$ cat config.mk
export PLATFORM = sky130hd
export DESIGN_NAME = prf_top
export DESIGN_NICKNAME = d
export VERILOG_FILES = /design/src/prf_pkg.sv /design/src/prf_out_mux.sv /design/src/prf_top.sv
export VERILOG_INCLUDE_DIRS = /design/src
export SDC_FILE = /design/constraint.sdc
export NUM_CORES = 1
export LEC_CHECK = 0
export ABC_CLOCK_PERIOD_IN_PS = 1950
export BUFFER_PORTS_ARGS = -buffer_cell sky130_fd_sc_hd__buf_2
export CAP_MARGIN = 5
export CORE_MARGIN = 4
export CORE_UTILIZATION = 40
export CTS_BUF_LIST = sky130_fd_sc_hd__clkbuf_8
export CTS_CLUSTER_SIZE = 20
export DETAILED_ROUTE_END_ITERATION = 8
export SLEW_MARGIN = 20
export SYNTH_ARGS = -nofsm -noshare
export SYNTH_HDL_FRONTEND = slang
export SYNTH_HIERARCHICAL = 1
export SYNTH_SLANG_ARGS = --single-unit
$ cat constraint.sdc
create_clock -name mclk -period 1.95 [get_ports mclk]
set_input_delay 0.195 -clock mclk [delete_from_list [all_inputs] [get_ports mclk]]
set_output_delay 0.195 -clock mclk [all_outputs]
set_load 0.05 [all_outputs]
$ cat src/prf_map.svh
// Constants for the pin routing fabric: selector codes, key bytes, counts.
// Assumes inclusion by the pin routing package and design modules only.
`ifndef PRF_MAP_SVH
`define PRF_MAP_SVH

`define PRF_NUM_PINS      18
`define PRF_NUM_INSEL     32
`define PRF_SEL_W         6
`define PRF_NUM_SRC       33
`define PRF_KEY_FIRST     8'h55
`define PRF_KEY_SECOND    8'hAA
`define PRF_KEY_WINDOW    3'h5
`define PRF_LOCK_BIT      0
`define PRF_OUT_RESET     6'h00
`define PRF_IN_RESET      6'h00
`define PRF_CODE_FIRST    6'h01
`define PRF_CODE_LAST     6'h20
`define PRF_CODE_TX_CK    6'h0F
`define PRF_CODE_DT       6'h10
`define PRF_CODE_S1_CK    6'h13
`define PRF_CODE_S1_DO    6'h14
`define PRF_CODE_S2_CK    6'h15
`define PRF_CODE_S2_DO    6'h16
`define PRF_PORT_LSB      3

`endif

$ cat src/prf_pkg.sv
// Types shared by the pin routing fabric modules.
// Assumes prf_map.svh is available on the include path.
`include "prf_map.svh"

package prf_pkg;
   typedef logic [`PRF_SEL_W-1:0] prf_sel_t;
   typedef enum logic [1:0] {
      PRF_KEY_IDLE,
      PRF_KEY_GOT_FIRST,
      PRF_KEY_OPEN
   } prf_key_state_t;
endpackage

$ cat src/prf_out_mux.sv
// One pin's output multiplexer: selects a peripheral output or port latch.
// Assumes a packed source vector whose bit n is the peripheral with code n.
`timescale 1ns/1ps
`include "prf_map.svh"

module prf_out_mux (
   input  wire logic                       big_variant, // 20-pin part present.
   input  wire prf_pkg::prf_sel_t          sel,         // Stored source code.
   input  wire logic [`PRF_NUM_SRC-1:0]    src,         // Peripheral outputs.
   input  wire logic                       latch_bit,   // Port data latch.
   output logic                            pin_out      // Routed pin level.
);
   wire in_range;
   wire s2_code;
   wire use_src;

   // Codes outside the table, zero and 20-pin-only codes on small parts
   // fall back to the port data latch.
   assign in_range = (sel >= `PRF_CODE_FIRST) && (sel <= `PRF_CODE_LAST);
   assign s2_code  = (sel == `PRF_CODE_S2_CK) || (sel == `PRF_CODE_S2_DO);
   assign use_src  = in_range && !(s2_code && !big_variant);

   // The same code table serves every pin.
   assign pin_out = use_src ? src[sel] : latch_bit;
endmodule

$ cat src/prf_top.sv
// Pin routing fabric: per-pin output selectors, input selectors and the
// key-guarded routing lock with its one-time option.
// Assumes a CPU side that issues one-cycle write strobes with byte data,
// peripherals presenting outputs as a code-indexed vector, and a
// power-on reset kept separate from the other reset sources.
//
// Summary of operation
// Every pin has its own output source selector.
// Same source code table for every pin.
// Serial peripherals may override pin direction control.
// Codes 1 to 32 pick distinct peripheral outputs.
// Serial port clock and data codes fixed.
// Second serial port codes only on 20-pin; on small parts they still select the serial direction override.
// Software maps bidirectional input and output together.
// Lock freezes all selectors against writes.
// Lock change needs 0x55, 0xAA key first.
// Lock change without fresh key is rejected.
// One-time option allows one clear/set per reset.
// Without option, lock toggles freely with key.
// Selectors stay readable whatever the lock state.
// Sleep leaves all selections untouched.
// Only power-on reset restores default selections.
// Power-on reset also clears one-time-lock history.
// Software masks interrupts around key sequence.
// Input code: port upper bits, pin low three.
// Unassigned codes drive the port data latch.
// Locked selector writes are silently dropped.
`timescale 1ns/1ps
`include "prf_map.svh"

module prf_top (
   input  wire logic                          mclk,          // System clock.
   input  wire logic                          srst,          // Power-on reset.
   input  wire logic                          other_reset,   // Other resets.
   input  wire logic                          sleep_mode,    // Device asleep.
   input  wire logic                          one_time_lock_config, // Option.
   input  wire logic                          big_variant,   // 20-pin part.
   input  wire logic                          wr_strobe,     // Write pulse.
   input  wire logic                          instr_tick,    // Instr. retired.
   input  wire logic                          wr_lock_reg,   // Target: lock.
   input  wire logic                          wr_out_sel,    // Target: output.
   input  wire logic                          wr_in_sel,     // Target: input.
   input  wire logic [4:0]                    wr_index,      // Selector index.
   input  wire logic [7:0]                    wr_data,       // Write data.
   input  wire logic [4:0]                    rd_out_index,  // Output read.
   input  wire logic [4:0]                    rd_in_index,   // Input read.
   input  wire logic [`PRF_NUM_SRC-1:0]       periph_out,    // Peripheral outs.
   input  wire logic [`PRF_NUM_PINS-1:0]      port_latch,    // Port latches.
   input  wire logic [`PRF_NUM_PINS-1:0]      port_direction_control, // Dir.
   input  wire logic [`PRF_NUM_PINS-1:0]      pin_in,        // Pin levels.
   input  wire logic                          serial_dir_req, // Serial drives.
   input  wire logic                          serial_dir_val, // Dir it wants.
   output logic [`PRF_NUM_PINS-1:0]           pin_out,       // Pin data out.
   output logic [`PRF_NUM_PINS-1:0]           pin_oe,        // Pin enable.
   output logic [`PRF_NUM_INSEL-1:0]          periph_in,     // Routed inputs.
   output logic [7:0]                         rd_out_data,   // Output sel read.
   output logic [7:0]                         rd_in_data,    // Input sel read.
   output logic [7:0]                         routing_lock_register, // Lock.
   output logic                               routing_locked_bit // Lock state.
);
   prf_pkg::prf_sel_t       out_sel_reg [`PRF_NUM_PINS];
   prf_pkg::prf_sel_t       in_sel_reg  [`PRF_NUM_INSEL];
   prf_pkg::prf_key_state_t key_state_reg;
   prf_pkg::prf_key_state_t key_state_next;
   logic [2:0]              key_count_reg;
   logic [2:0]              key_count_next;
   logic                    locked_reg;
   logic                    locked_next;
   logic                    one_time_used_reg;
   logic                    one_time_used_next;
   logic [`PRF_NUM_PINS-1:0] dir_override;

   wire lock_write;
   wire key_window_open;
   wire want_lock;
   wire lock_change;
   wire lock_allowed;
   wire sel_write_ok;

   // Maps an input selector code to a pin index, or flags it as unused.
   // The port field takes every bit above the pin number, so codes with the
   // top bit set land beyond the last pin and read low.
   function automatic logic [5:0] prf_pin_index(input prf_pkg::prf_sel_t c);
      logic [2:0] port;
      port = c[`PRF_SEL_W-1:`PRF_PORT_LSB];
      prf_pin_index = {port, c[2:0]};
   endfunction

   // Lock register write decoding and permission.
   assign lock_write      = wr_strobe && wr_lock_reg;
   assign key_window_open = (key_state_reg == prf_pkg::PRF_KEY_OPEN);
   assign want_lock       = wr_data[`PRF_LOCK_BIT];
   assign lock_change     = lock_write && key_window_open;
   // With the one-time option a release is allowed once; a set always is.
   assign lock_allowed    = want_lock ||
                            !(one_time_lock_config && one_time_used_reg);
   // Locked writes drop quietly; sleep does not alter the selectors.
   assign sel_write_ok    = wr_strobe && !locked_reg;

   // Key recognition: 0x55, then 0xAA, opens a short instruction window.
   always_comb begin
      key_state_next = key_state_reg;
      key_count_next = key_count_reg;
      if (lock_write) begin
         if (key_state_reg == prf_pkg::PRF_KEY_GOT_FIRST &&
             wr_data == `PRF_KEY_SECOND) begin
            key_state_next = prf_pkg::PRF_KEY_OPEN;
            key_count_next = 3'h0;
         end else if (wr_data == `PRF_KEY_FIRST) begin
            key_state_next = prf_pkg::PRF_KEY_GOT_FIRST;
            key_count_next = 3'h0;
         end else begin
            key_state_next = prf_pkg::PRF_KEY_IDLE;
         end
      end else if (wr_strobe) begin
         // Any other write breaks the sequence.
         key_state_next = prf_pkg::PRF_KEY_IDLE;
      end else if (instr_tick) begin
         if (key_count_reg == `PRF_KEY_WINDOW - 3'h1) begin
            key_state_next = prf_pkg::PRF_KEY_IDLE;
         end else begin
            key_count_next = key_count_reg + 3'h1;
         end
      end
   end

   // Lock bit and one-time history.
   always_comb begin
      locked_next        = locked_reg;
      one_time_used_next = one_time_used_reg;
      if (lock_change && lock_allowed) begin
         locked_next = want_lock;
         if (!want_lock) begin
            one_time_used_next = 1'b1;
         end
      end
   end

   // Key and lock state; only power-on reset restores them.
   always_ff @(posedge mclk) begin
      if (srst) begin
         key_state_reg     <= prf_pkg::PRF_KEY_IDLE;
         key_count_reg     <= 3'h0;
         locked_reg        <= 1'b0;
         one_time_used_reg <= 1'b0;
      end else begin
         key_state_reg     <= key_state_next;
         key_count_reg     <= key_count_next;
         locked_reg        <= locked_next;
         one_time_used_reg <= one_time_used_next;
      end
   end

   // Selector storage and routing, one slice per pin and one per peripheral input.
   genvar g;
   generate
      for (g = 0; g < `PRF_NUM_PINS; g++) begin : g_pin
         // Output selector for this pin; other resets leave it alone.
         always_ff @(posedge mclk) begin
            if (srst) begin
               out_sel_reg[g] <= `PRF_OUT_RESET;
            end else if (sel_write_ok && wr_out_sel &&
                         wr_index == 5'(g)) begin
               out_sel_reg[g] <= wr_data[`PRF_SEL_W-1:0];
            end
         end

         prf_out_mux u_mux (
            .big_variant (big_variant),
            .sel         (out_sel_reg[g]),
            .src         (periph_out),
            .latch_bit   (port_latch[g]),
            .pin_out     (pin_out[g])
         );

         // Serial peripherals take over direction on their own pins.
         assign dir_override[g] = serial_dir_req &&
            ((out_sel_reg[g] == `PRF_CODE_DT) ||
             (out_sel_reg[g] == `PRF_CODE_S1_CK) ||
             (out_sel_reg[g] == `PRF_CODE_S1_DO) ||
             (out_sel_reg[g] == `PRF_CODE_S2_CK) ||
             (out_sel_reg[g] == `PRF_CODE_S2_DO));
         // Direction control is high for input, so enable is its inverse.
         assign pin_oe[g] = dir_override[g] ? serial_dir_val
                                            : !port_direction_control[g];
      end

      for (g = 0; g < `PRF_NUM_INSEL; g++) begin : g_in
         logic [5:0] idx;
         // Input selector for one peripheral input.
         always_ff @(posedge mclk) begin
            if (srst) begin
               in_sel_reg[g] <= `PRF_IN_RESET;
            end else if (sel_write_ok && wr_in_sel &&
                         wr_index == 5'(g)) begin
               in_sel_reg[g] <= wr_data[`PRF_SEL_W-1:0];
            end
         end
         // Unused codes read as low.
         assign idx = prf_pin_index(in_sel_reg[g]);
         assign periph_in[g] = (idx < 6'(`PRF_NUM_PINS)) ?
                               pin_in[idx[4:0]] : 1'b0;
      end
   endgenerate

   // Read paths are open whatever the lock state.
   always_ff @(posedge mclk) begin
      if (srst) begin
         rd_out_data <= 8'h00;
         rd_in_data  <= 8'h00;
      end else begin
         rd_out_data <= (rd_out_index < 5'(`PRF_NUM_PINS)) ?
                        {2'h0, out_sel_reg[rd_out_index]} : 8'h00;
         rd_in_data  <= {2'h0, in_sel_reg[rd_in_index]};
      end
   end

   // Lock register view: only bit zero is implemented.
   assign routing_locked_bit    = locked_reg;
   assign routing_lock_register = {7'h00, locked_reg};

   // Signals present for completeness of the reset model.
   wire unused_ok;
   assign unused_ok = other_reset | sleep_mode;
endmodule

==> After elaboration in Yosys (flattened, before gate mapping) <==
Memories as Yosys holds them, arrays and structs flattened. A register that Yosys moved wholly into a read port is not among the register bits.
Index checks and enable logic that the tools add are counted.
{ "word_totals": {"ff_bits": 11, "ramBits": 300, "input_bits": 123, "word_cells": 959, "memories": 2} }
{ "op_classes": {"addsub": 1, "n_lt_le_gt_ge": 119, "eq_ne": 129, "muxes": 382, "bitwise_logic": 52, "n_reduce_logical": 268} }
{ "memory_table": {"columns": ["memory", "depth", "width", "read_ports", "rd_ports_with_merged_regs", "write_ports", "line", "rtl"], "rows": [
  ["in_sel_reg", 32, 6, 33, 1, 32, "prf_top.sv:62", "prf_pkg::prf_sel_t in_sel_reg [`PRF_NUM_INSEL];"],
  ["out_sel_reg", 18, 6, 19, 1, 18, "prf_top.sv:61", "prf_pkg::prf_sel_t out_sel_reg [`PRF_NUM_PINS];"]
]} }
{ "ops": {"columns": ["op", "count"], "rows": [
  ["6-bit by 5-bit equality test with 1-bit output (second input constant)", 90],
  ["6-bit two-way mux", 50],
  ["1-bit two-way mux", 271],
  ["5-bit by 6-bit less-than comparator with 1-bit output (second input constant)", 32],
  ["6-bit by 5-bit less-than comparator with 1-bit output (second input constant)", 32],
  ["1-bit binary-select mux with 5-bit select", 32],
  ["1-bit logical AND", 130],
  ["6-bit by 7-bit less-than comparator with 1-bit output (second input constant)", 18],
  ["1-bit binary-select mux with 6-bit select", 18],
  ["6-bit by 1-bit greater-or-equal comparator with 1-bit output (second input constant)", 18],
  ["6-bit less-or-equal comparator (second input constant)", 18],
  ["1-bit logical OR", 91],
  ["5-bit equality test (second input constant)", 16],
  ["1-bit OR", 50],
  ["5-bit by 4-bit equality test with 1-bit output (second input constant)", 8],
  ["1-bit zero test", 39],
  ["5-bit by 3-bit equality test with 1-bit output (second input constant)", 4],
  ["3-bit two-way mux", 6],
  ["5-bit by 2-bit equality test with 1-bit output (second input constant)", 2],
  ["2-bit two-way mux", 5],
  ["8-bit by 7-bit equality test with 1-bit output (second input constant)", 1],
  ["8-bit equality test (second input constant)", 1],
  ["3-bit nonzero test", 2],
  ["5-bit by 1-bit equality test with 1-bit output (second input constant)", 1],
  ["other kinds (14)", 16]
]} }

==> Longest topological paths before layout <==
Gate-level depths: netlist of the first run.
{ "logic_depth": {"word_depth": 8, "mapped_depth": 8, "depth_no_buf": 6} }

==> Hierarchy <==
The synthesis of the first run kept the hierarchy.
{ "by_module_without_submodules": {"columns": ["mod", "n_inst", "cells_each", "area_per_inst_um2", "seq_area_each_um2"], "rows": [
  ["prf_top", 1, 1679, 21119.0, 9389.0],
  ["prf_out_mux", 18, 41, 394.1, 0.0]
]} }

==> Worst setup path after synthesis of the first run <==
OpenSTA, ideal clock, no wires.
{ "synth_timing": {"kind": "register -> output", "from": "memory in_sel_reg[11][1] (netlist name)", "to": "output periph_in[11]", "t_arrival_ps": 2279, "slack_ps": -524, "path_stages_with_launch": 3, "n_path_buf": 0, "cell_sequence": "edfxtp_1 or4b_2 o31ai_1"} }
{ "synth_lines": {"columns": ["item", "line", "rtl"], "rows": [
  ["start, declared", "prf_top.sv:62", null],
  ["end, declared", "prf_top.sv:55", "output logic [`PRF_NUM_INSEL-1:0] periph_in,"]
]} }

==> metrics, run 1 <==
synth warn=6; Synth Area in Simple Gates=18.6%; outcome=finished with violations; number of synthesized flops with an enable pin=300; Synth top area share=31.9%; site row count=97; mean post-synth cell area=11.7 um2; number of flip-flops in the largest register=192; Reg-to-Reg End=rd_out_data[0]; CTS root buf=clkbuf_8; Max Freq=360 MHz; CP max FO=6; Synth Instances=2417; final instance area=38600 um2; minimum clock period=2.78 ns; worst setup margin=-0.828 ns; flops & latches, synth=319; layout cells sized above 1=47.0%; core footprint=70000 um2; Reg2Reg Launch Point=out_sel_reg[14][0]; starting density of the core=40.3%; CP endpoint=pin_out[4]; final hold violation count=0; Area Overhead vs Synth=36.7%; synth top area cells=edfxtp_1 32%, mux4_2 22%, mux2i_1 7.5%; switching share of power=32.1%; Critical Path Sink Type=output pin; largest net degree at the start of global routing=51; Critical Path Source=out_sel_reg[4][0]; Crit-path slowest cell=edfxtp_1; Post-Layout Cell Count=3986; Synth top cells by count=300 x edfxtp_1, 272 x mux4_2, 215 x and2_1; clock slew at reported path FFs=0.07 ns; first-pass GRT wire length=165000 um; xor and xnor area share after synthesis=1.12%; initial antenna violation count=4; Clock Power Share=31.2%; RSZ-0062 raised after global routing=true; Slew @ Worst Pin=0.771 ns; sequential cell area fraction in the yosys report=33.3%; CTS tree=built; power share of the combinational group=32.0%; Compound-Gate Fraction of Synth Area=8.88%; count of cell types in the netlist=63; setup TNS=-41.62 ns; Synth area leader=edfxtp_1; reg-to-reg setup timing slack=-0.06 ns; clk_lat worst skew=0.69 ns; CP Cell Sequence=buf_6 > mux4_2 > mux2_2 > a2bb2oi_4 > a41oi_4 > buf_6; GRT overflow=0; Crit Path Category=flip-flop to output pin; vias per cell=6.42; Initial DRC Count=2879; crit path DAT=2.58 ns; CTS buffer count=56; placed insts=3783; Die X=274 um; Vias=25600; routed len/inst=28.2 um; CP required=1.75 ns; Max transition margin=48.6%; Critical Path Stages=6; Die Area=74800 um2; TritonRoute pass-1 iters=5; PortBufs=202; Top-Level Pins=216; biggest cell delay along the critical path=0.53 ns; FFs w/ async S/R, synth=0%; failing checks=negative setup slack; Reg2Reg Depth=6; Max Cap Viol=0; multiplexer share of the synthesized area=33.2%; final slew viol count=0; final core occ=55.1%; H-Tree Depth=2; top-count cell post-synth=edfxtp_1; Power Density=590 nW/um2; internal power=15.5 mW; sequential power share=36.8%; Switch Pwr=7.32 mW; Critical Path Source Type=flip-flop; Final Power=22.8 mW; Post-Synthesis Cell Area=28200 um2; clock sink total=319; vias in the first global route=25700; Peak VDD IR=0.679 mV; Top cell by count, worst path=buf_6; Fill cells=5847; dpl hpwl=77100 um; Post-Synth Adder-Cell Area=0.0887%; final net count=3122; crit share post-route=142%; DRC violations left=0; gpl congestion=0.979; Finish-stage setup viols=70; Clock Path Buffers=3; Antenna Nets Post-Route=0; routed wire length=112000 um; Final Skew=0.0599 ns; hold crit path type=input pin to flip-flop; crit-path leading delay family=multiplexers; DP Area=34300 um2; most used flip-flop cell after synthesis=edfxtp_1; Die Ht=274 um; Tot GR Track Use=29.2%; largest family of logic cells by synthesized area=multiplexers; CP bufs+invs=2; Leak Pwr=15.0 nW
power by group through the flow:
| stage | Combinational (mW) | Clock, mW | Sequential [mW] |
|---|---|---|---|
| final | 7.28 | 7.10 | 8.39 |
| after global placement | 6.12 | 0 | 8.50 |
| after floorplan | 3.77 | 0 | 8.38 |
| after detailed placement | 6.22 | 0 | 8.51 |
| after global routing | 7.57 | 7.51 | 8.42 |
| after CTS | 6.92 | 7.19 | 8.36 |
cell families after synthesis:
group | Yosys count
multiplexers | 548
buffers and inverters | 289
AND/OR/NAND/NOR | 857
XOR/XNOR | 36
other | 1
AO/OA/AOI/OAI | 365
flip-flops | 319
adder cells (fa/ha/maj) | 2
layout make-up:
type | count | area [um2] | area share (%)
sequential | 319 | 9390 | 24.3
clock buffer | 63 | 867 | 2.25
clock inverter | 43 | 413 | 1.07
antenna | 1 | 2.50 | 0.00649
multi-input combinational | 1819 | 19400 | 50.4
timing repair buffer | 761 | 7140 | 18.5
tap | 940 | 1180 | 3.05
inverter | 40 | 150 | 0.389
cell usage in the layout, fill, tap and decap left out, types with 20 or more instances in the layout:
master and count:
a21oi_1 58, a31oi_1 42, and2_1 215, and3_1 91, buf_12 89, buf_2 133, buf_4 400, buf_6 96
buf_8 36, clkbuf_8 63, edfxtp_1 300, inv_1 55, mux2_2 22, mux2i_1 188, mux4_2 284, nand2_1 77
nand2b_1 33, nand3_1 27, nand3b_1 36, nor2_1 99, nor2b_1 26, nor3_1 27, nor4_1 20, o21a_1 24
o21ai_1 29, o21bai_1 33, or3_1 20, xor2_1 26
layer usage:
layer	track usage, %	share of wire [%]
met1	36.8	37
met2	47.3	46
met3	6.53	11
met4	15.1	6.5
met5	0	0
what timing repair did:
action | CTS | global route
pin swaps | 89 | 62
buffers inserted | 68 | 27
hold endpoints to repair | 13 | 0
endpoints found under the setup margin | 266 | 135
gates resized for setup | 395 | 133
hold buffers | 7 | 0
worst min-delay path by stage:
stage / from / to / slack [ns] / depth (start not counted)
floorplan: wr_lock_reg / key_state_reg[0] / 0.36 / 2
finish: wr_data[0] / one_time_used_reg / 0.04 / 4
detailed placement: one_time_used_reg / one_time_used_reg / 0.47 / 2
CTS: wr_strobe / key_count_reg[1] / 0.005 / 5
global placement: one_time_used_reg / one_time_used_reg / 0.45 / 2
global route: rd_out_index[4] / rd_out_data[1] / 0.04 / 2
metrics by stage:
| step | worst slack, ns | hold WS, ns |
|---|---|---|
| after floorplan | -0.105 | 0.361 |
| after global placement | -0.211 | 0.454 |
| after detailed placement | -0.332 | 0.474 |
| after CTS | -0.836 | 0.00471 |
| after global routing | -0.902 | 0.0380 |
| final | -0.828 | 0.0422 |
worst register-to-register path: cells and delay by family (launching register included):
kind / cells / cell delay, ns
multiplexers: 2 / 0.73
flip-flops: 1 / 0.48
AO/OA/AOI/OAI: 1 / 0.26
AND/OR/NAND/NOR: 2 / 0.25
buffers and inverters: 1 / 0.19
Note: power is estimated with default switching activity, not from simulation.
==> run 2: changes to the inputs <==
--- a/config.mk
+++ b/config.mk
@@ -6,7 +6,7 @@
 export SDC_FILE = /design/constraint.sdc
 export NUM_CORES = 1
 export LEC_CHECK = 0
-export ABC_CLOCK_PERIOD_IN_PS = 1950
+export ABC_CLOCK_PERIOD_IN_PS = 3350
 export BUFFER_PORTS_ARGS = -buffer_cell sky130_fd_sc_hd__buf_2
 export CAP_MARGIN = 5
 export CORE_MARGIN = 4
@@ -14,8 +14,8 @@
 export CTS_BUF_LIST = sky130_fd_sc_hd__clkbuf_8
 export CTS_CLUSTER_SIZE = 20
 export DETAILED_ROUTE_END_ITERATION = 8
+export HOLD_SLACK_MARGIN = 0.1
 export SLEW_MARGIN = 20
 export SYNTH_ARGS = -nofsm -noshare
 export SYNTH_HDL_FRONTEND = slang
-export SYNTH_HIERARCHICAL = 1
 export SYNTH_SLANG_ARGS = --single-unit
==> constraint.sdc (replaced) <==
create_clock -name mclk -period 3.35 [get_ports mclk]
set_input_delay 0.335 -clock mclk [delete_from_list [all_inputs] [get_ports mclk]]
set_output_delay 0.335 -clock mclk [all_outputs]
set_load 0.05 [all_outputs]
==> run 2 against run 1 <==
  * The run now ends clean
  * Sequential share of layout area increased by 7.1 points
  * Cell area shrank 23%
  * Die area down 4.1%
  * Register-to-register slack improved by 1.1 ns
  * Synthesized cell count fell by 12%
  * Total power down 51%
  * Worst hold slack improved by 0.15 ns
  * Largest cell class unchanged
  * Largest power group unchanged
==> metrics, run 2 <==
Max Cap Viol=0; PortBufs=202; Antenna Nets Post-Route=0; commonest non-fill, non-tap cell in the layout=mux4_2; most used flip-flop cell after synthesis=edfxtp_1; count of cell types in the netlist=64; placed insts=2951; clock sink total=319; Crit Path Category=flip-flop to output pin; clk_lat worst skew=0.73 ns; Post-Synthesis Cell Area=27000 um2; layout cells sized above 1=36.2%; Synth Instances=2128; Finish-stage setup viols=0; CTS tree=built; Tot GR Track Use=26.3%; initial antenna violation count=9; Critical Path Source Type=flip-flop; final instance area=29900 um2; Max transition margin=35.4%; Die Area=71700 um2; synth top area cells=edfxtp_1 33%, mux4_2 32%, and2_1 6.6%; routed wire length=97100 um; synth warn=0; Critical Path Sink Type=output pin; gpl congestion=0.916; Vias=21300; H-Tree Depth=2; flops & latches, synth=319; outcome=complete, no violations; routed len/inst=31.0 um; Max Freq=307 MHz; sequential cell area fraction in the yosys report=34.8%; Initial DRC Count=2308; worst setup margin=0.0974 ns; site row count=95; Post-Layout Cell Count=3131; core footprint=67000 um2; final net count=2332; CP max FO=8; Leak Pwr=10.4 nW; CTS buffer count=57; minimum clock period=3.25 ns; Die Ht=268 um; most frequent cells in the layout=386 x mux4_2, 300 x edfxtp_1, 283 x and2_1, 199 x buf_2, 128 x mux2i_1; CTS root buf=clkbuf_8; number of flip-flops in the largest register=192; vias in the first global route=20800; Die X=268 um; final core occ=44.6%; DRC violations left=0; FFs w/ async S/R, synth=0%; Peak VDD IR=0.301 mV; Fill cells=6063; dpl hpwl=62500 um; Synth area leader=edfxtp_1; mean post-synth cell area=12.7 um2; Area Overhead vs Synth=10.7%; Synth top area share=33.4%; crit path DAT=2.92 ns; TritonRoute pass-1 iters=7; top-count cell post-synth=mux4_2; Fin Hold WS=0.197 ns; Final Skew=0.0901 ns; CP required=3.01 ns; Power Density=375 nW/um2; GRT overflow=0; final hold violation count=0; number of synthesized flops with an enable pin=300; final slew viol count=0; clock slew at reported path FFs=0.06 ns; Clock Path Buffers=3; Top-Level Pins=216; Synth top cells by count=386 x mux4_2, 300 x edfxtp_1, 283 x and2_1; vias per cell=6.79; DP Area=28100 um2; Slew @ Worst Pin=0.969 ns; Place WS=0.568 ns; crit share post-route=97.1%; first-pass GRT wire length=140000 um; largest net degree at the start of global routing=36; hold crit path type=input pin to flip-flop; starting density of the core=40.3%
[run 2: timing repair]
action                                 in CTS  in global routing
buffers inserted                           35                 25
setup endpoints to repair                  13                  8
endpoints found under the hold margin      17                  0
hold buffers                               10                  0
gates resized for setup                     1                  5
[run 2: final timing paths]
path                      start                 to  slack (ns)  cells past startpoint
max           out_sel_reg[4][3]         pin_out[4]         0.1                      6
min                  wr_data[6]   key_state_reg[0]        0.20                      6
max reg2reg  out_sel_reg[10][2]     rd_out_data[2]        1.06                      5
min reg2reg   one_time_used_reg  one_time_used_reg        0.47                      2
[run 2: final cells by class]
cell class	instances	area, um2	share of cell area, %
antenna	8	20.0	0.0670
clock buffer	57	785	2.62
clock inverter	45	231	0.774
inverter	16	60.1	0.201
multi-input combinational	1502	16300	54.5
sequential	319	9390	31.4
tap	873	1090	3.65
timing repair buffer	311	2020	6.77
[run 2: metal layers]
layer,vias to the layer above,track usage [%],wire length [um]
li1,8584,-,-
met4,4,13.9,6020
met2,1683,41.7,44700
met5,-,0,40
met3,392,6.10,11400
met1,10600,33.9,35000
[run 2: cells by family after synthesis]
group / after synthesis / share of synthesized area, %
buf+inv: 317 / 5.16
other cells: 1 / 0.0139
fa+ha+maj: 3 / 0.130
flops: 319 / 34.8
xor+xnor: 50 / 1.62
simple gates: 702 / 15.2
compound gates: 199 / 5.22
mux: 537 / 37.9
[run 2: critical path, cell delays in order, from the launching register on]
cell      delay, ns
edfxtp_1       0.56
or4_1          0.55
nor2_1         0.17
nor2_1         0.06
o211a_1        0.26
a31oi_2        0.32
buf_4          0.26
[run 2: report_power, final]
group | internal (mW) | switching [mW] | leakage [nW]
combinational | 1.31 | 1.60 | 6.85
sequential | 4.58 | 0.375 | 3.01
clock | 1.61 | 1.74 | 0.586
total | 7.50 | 3.71 | 10.4
[run 2: per-stage QoR]
stage	total power [mW]	setup TNS, ns
6_report	11.2	0
5_1_grt	11.6	-0.0183
4_1_cts	11.2	0
3_5_place_dp	7.79	0
3_3_place_gp	7.75	0
2_1_floorplan	6.95	0
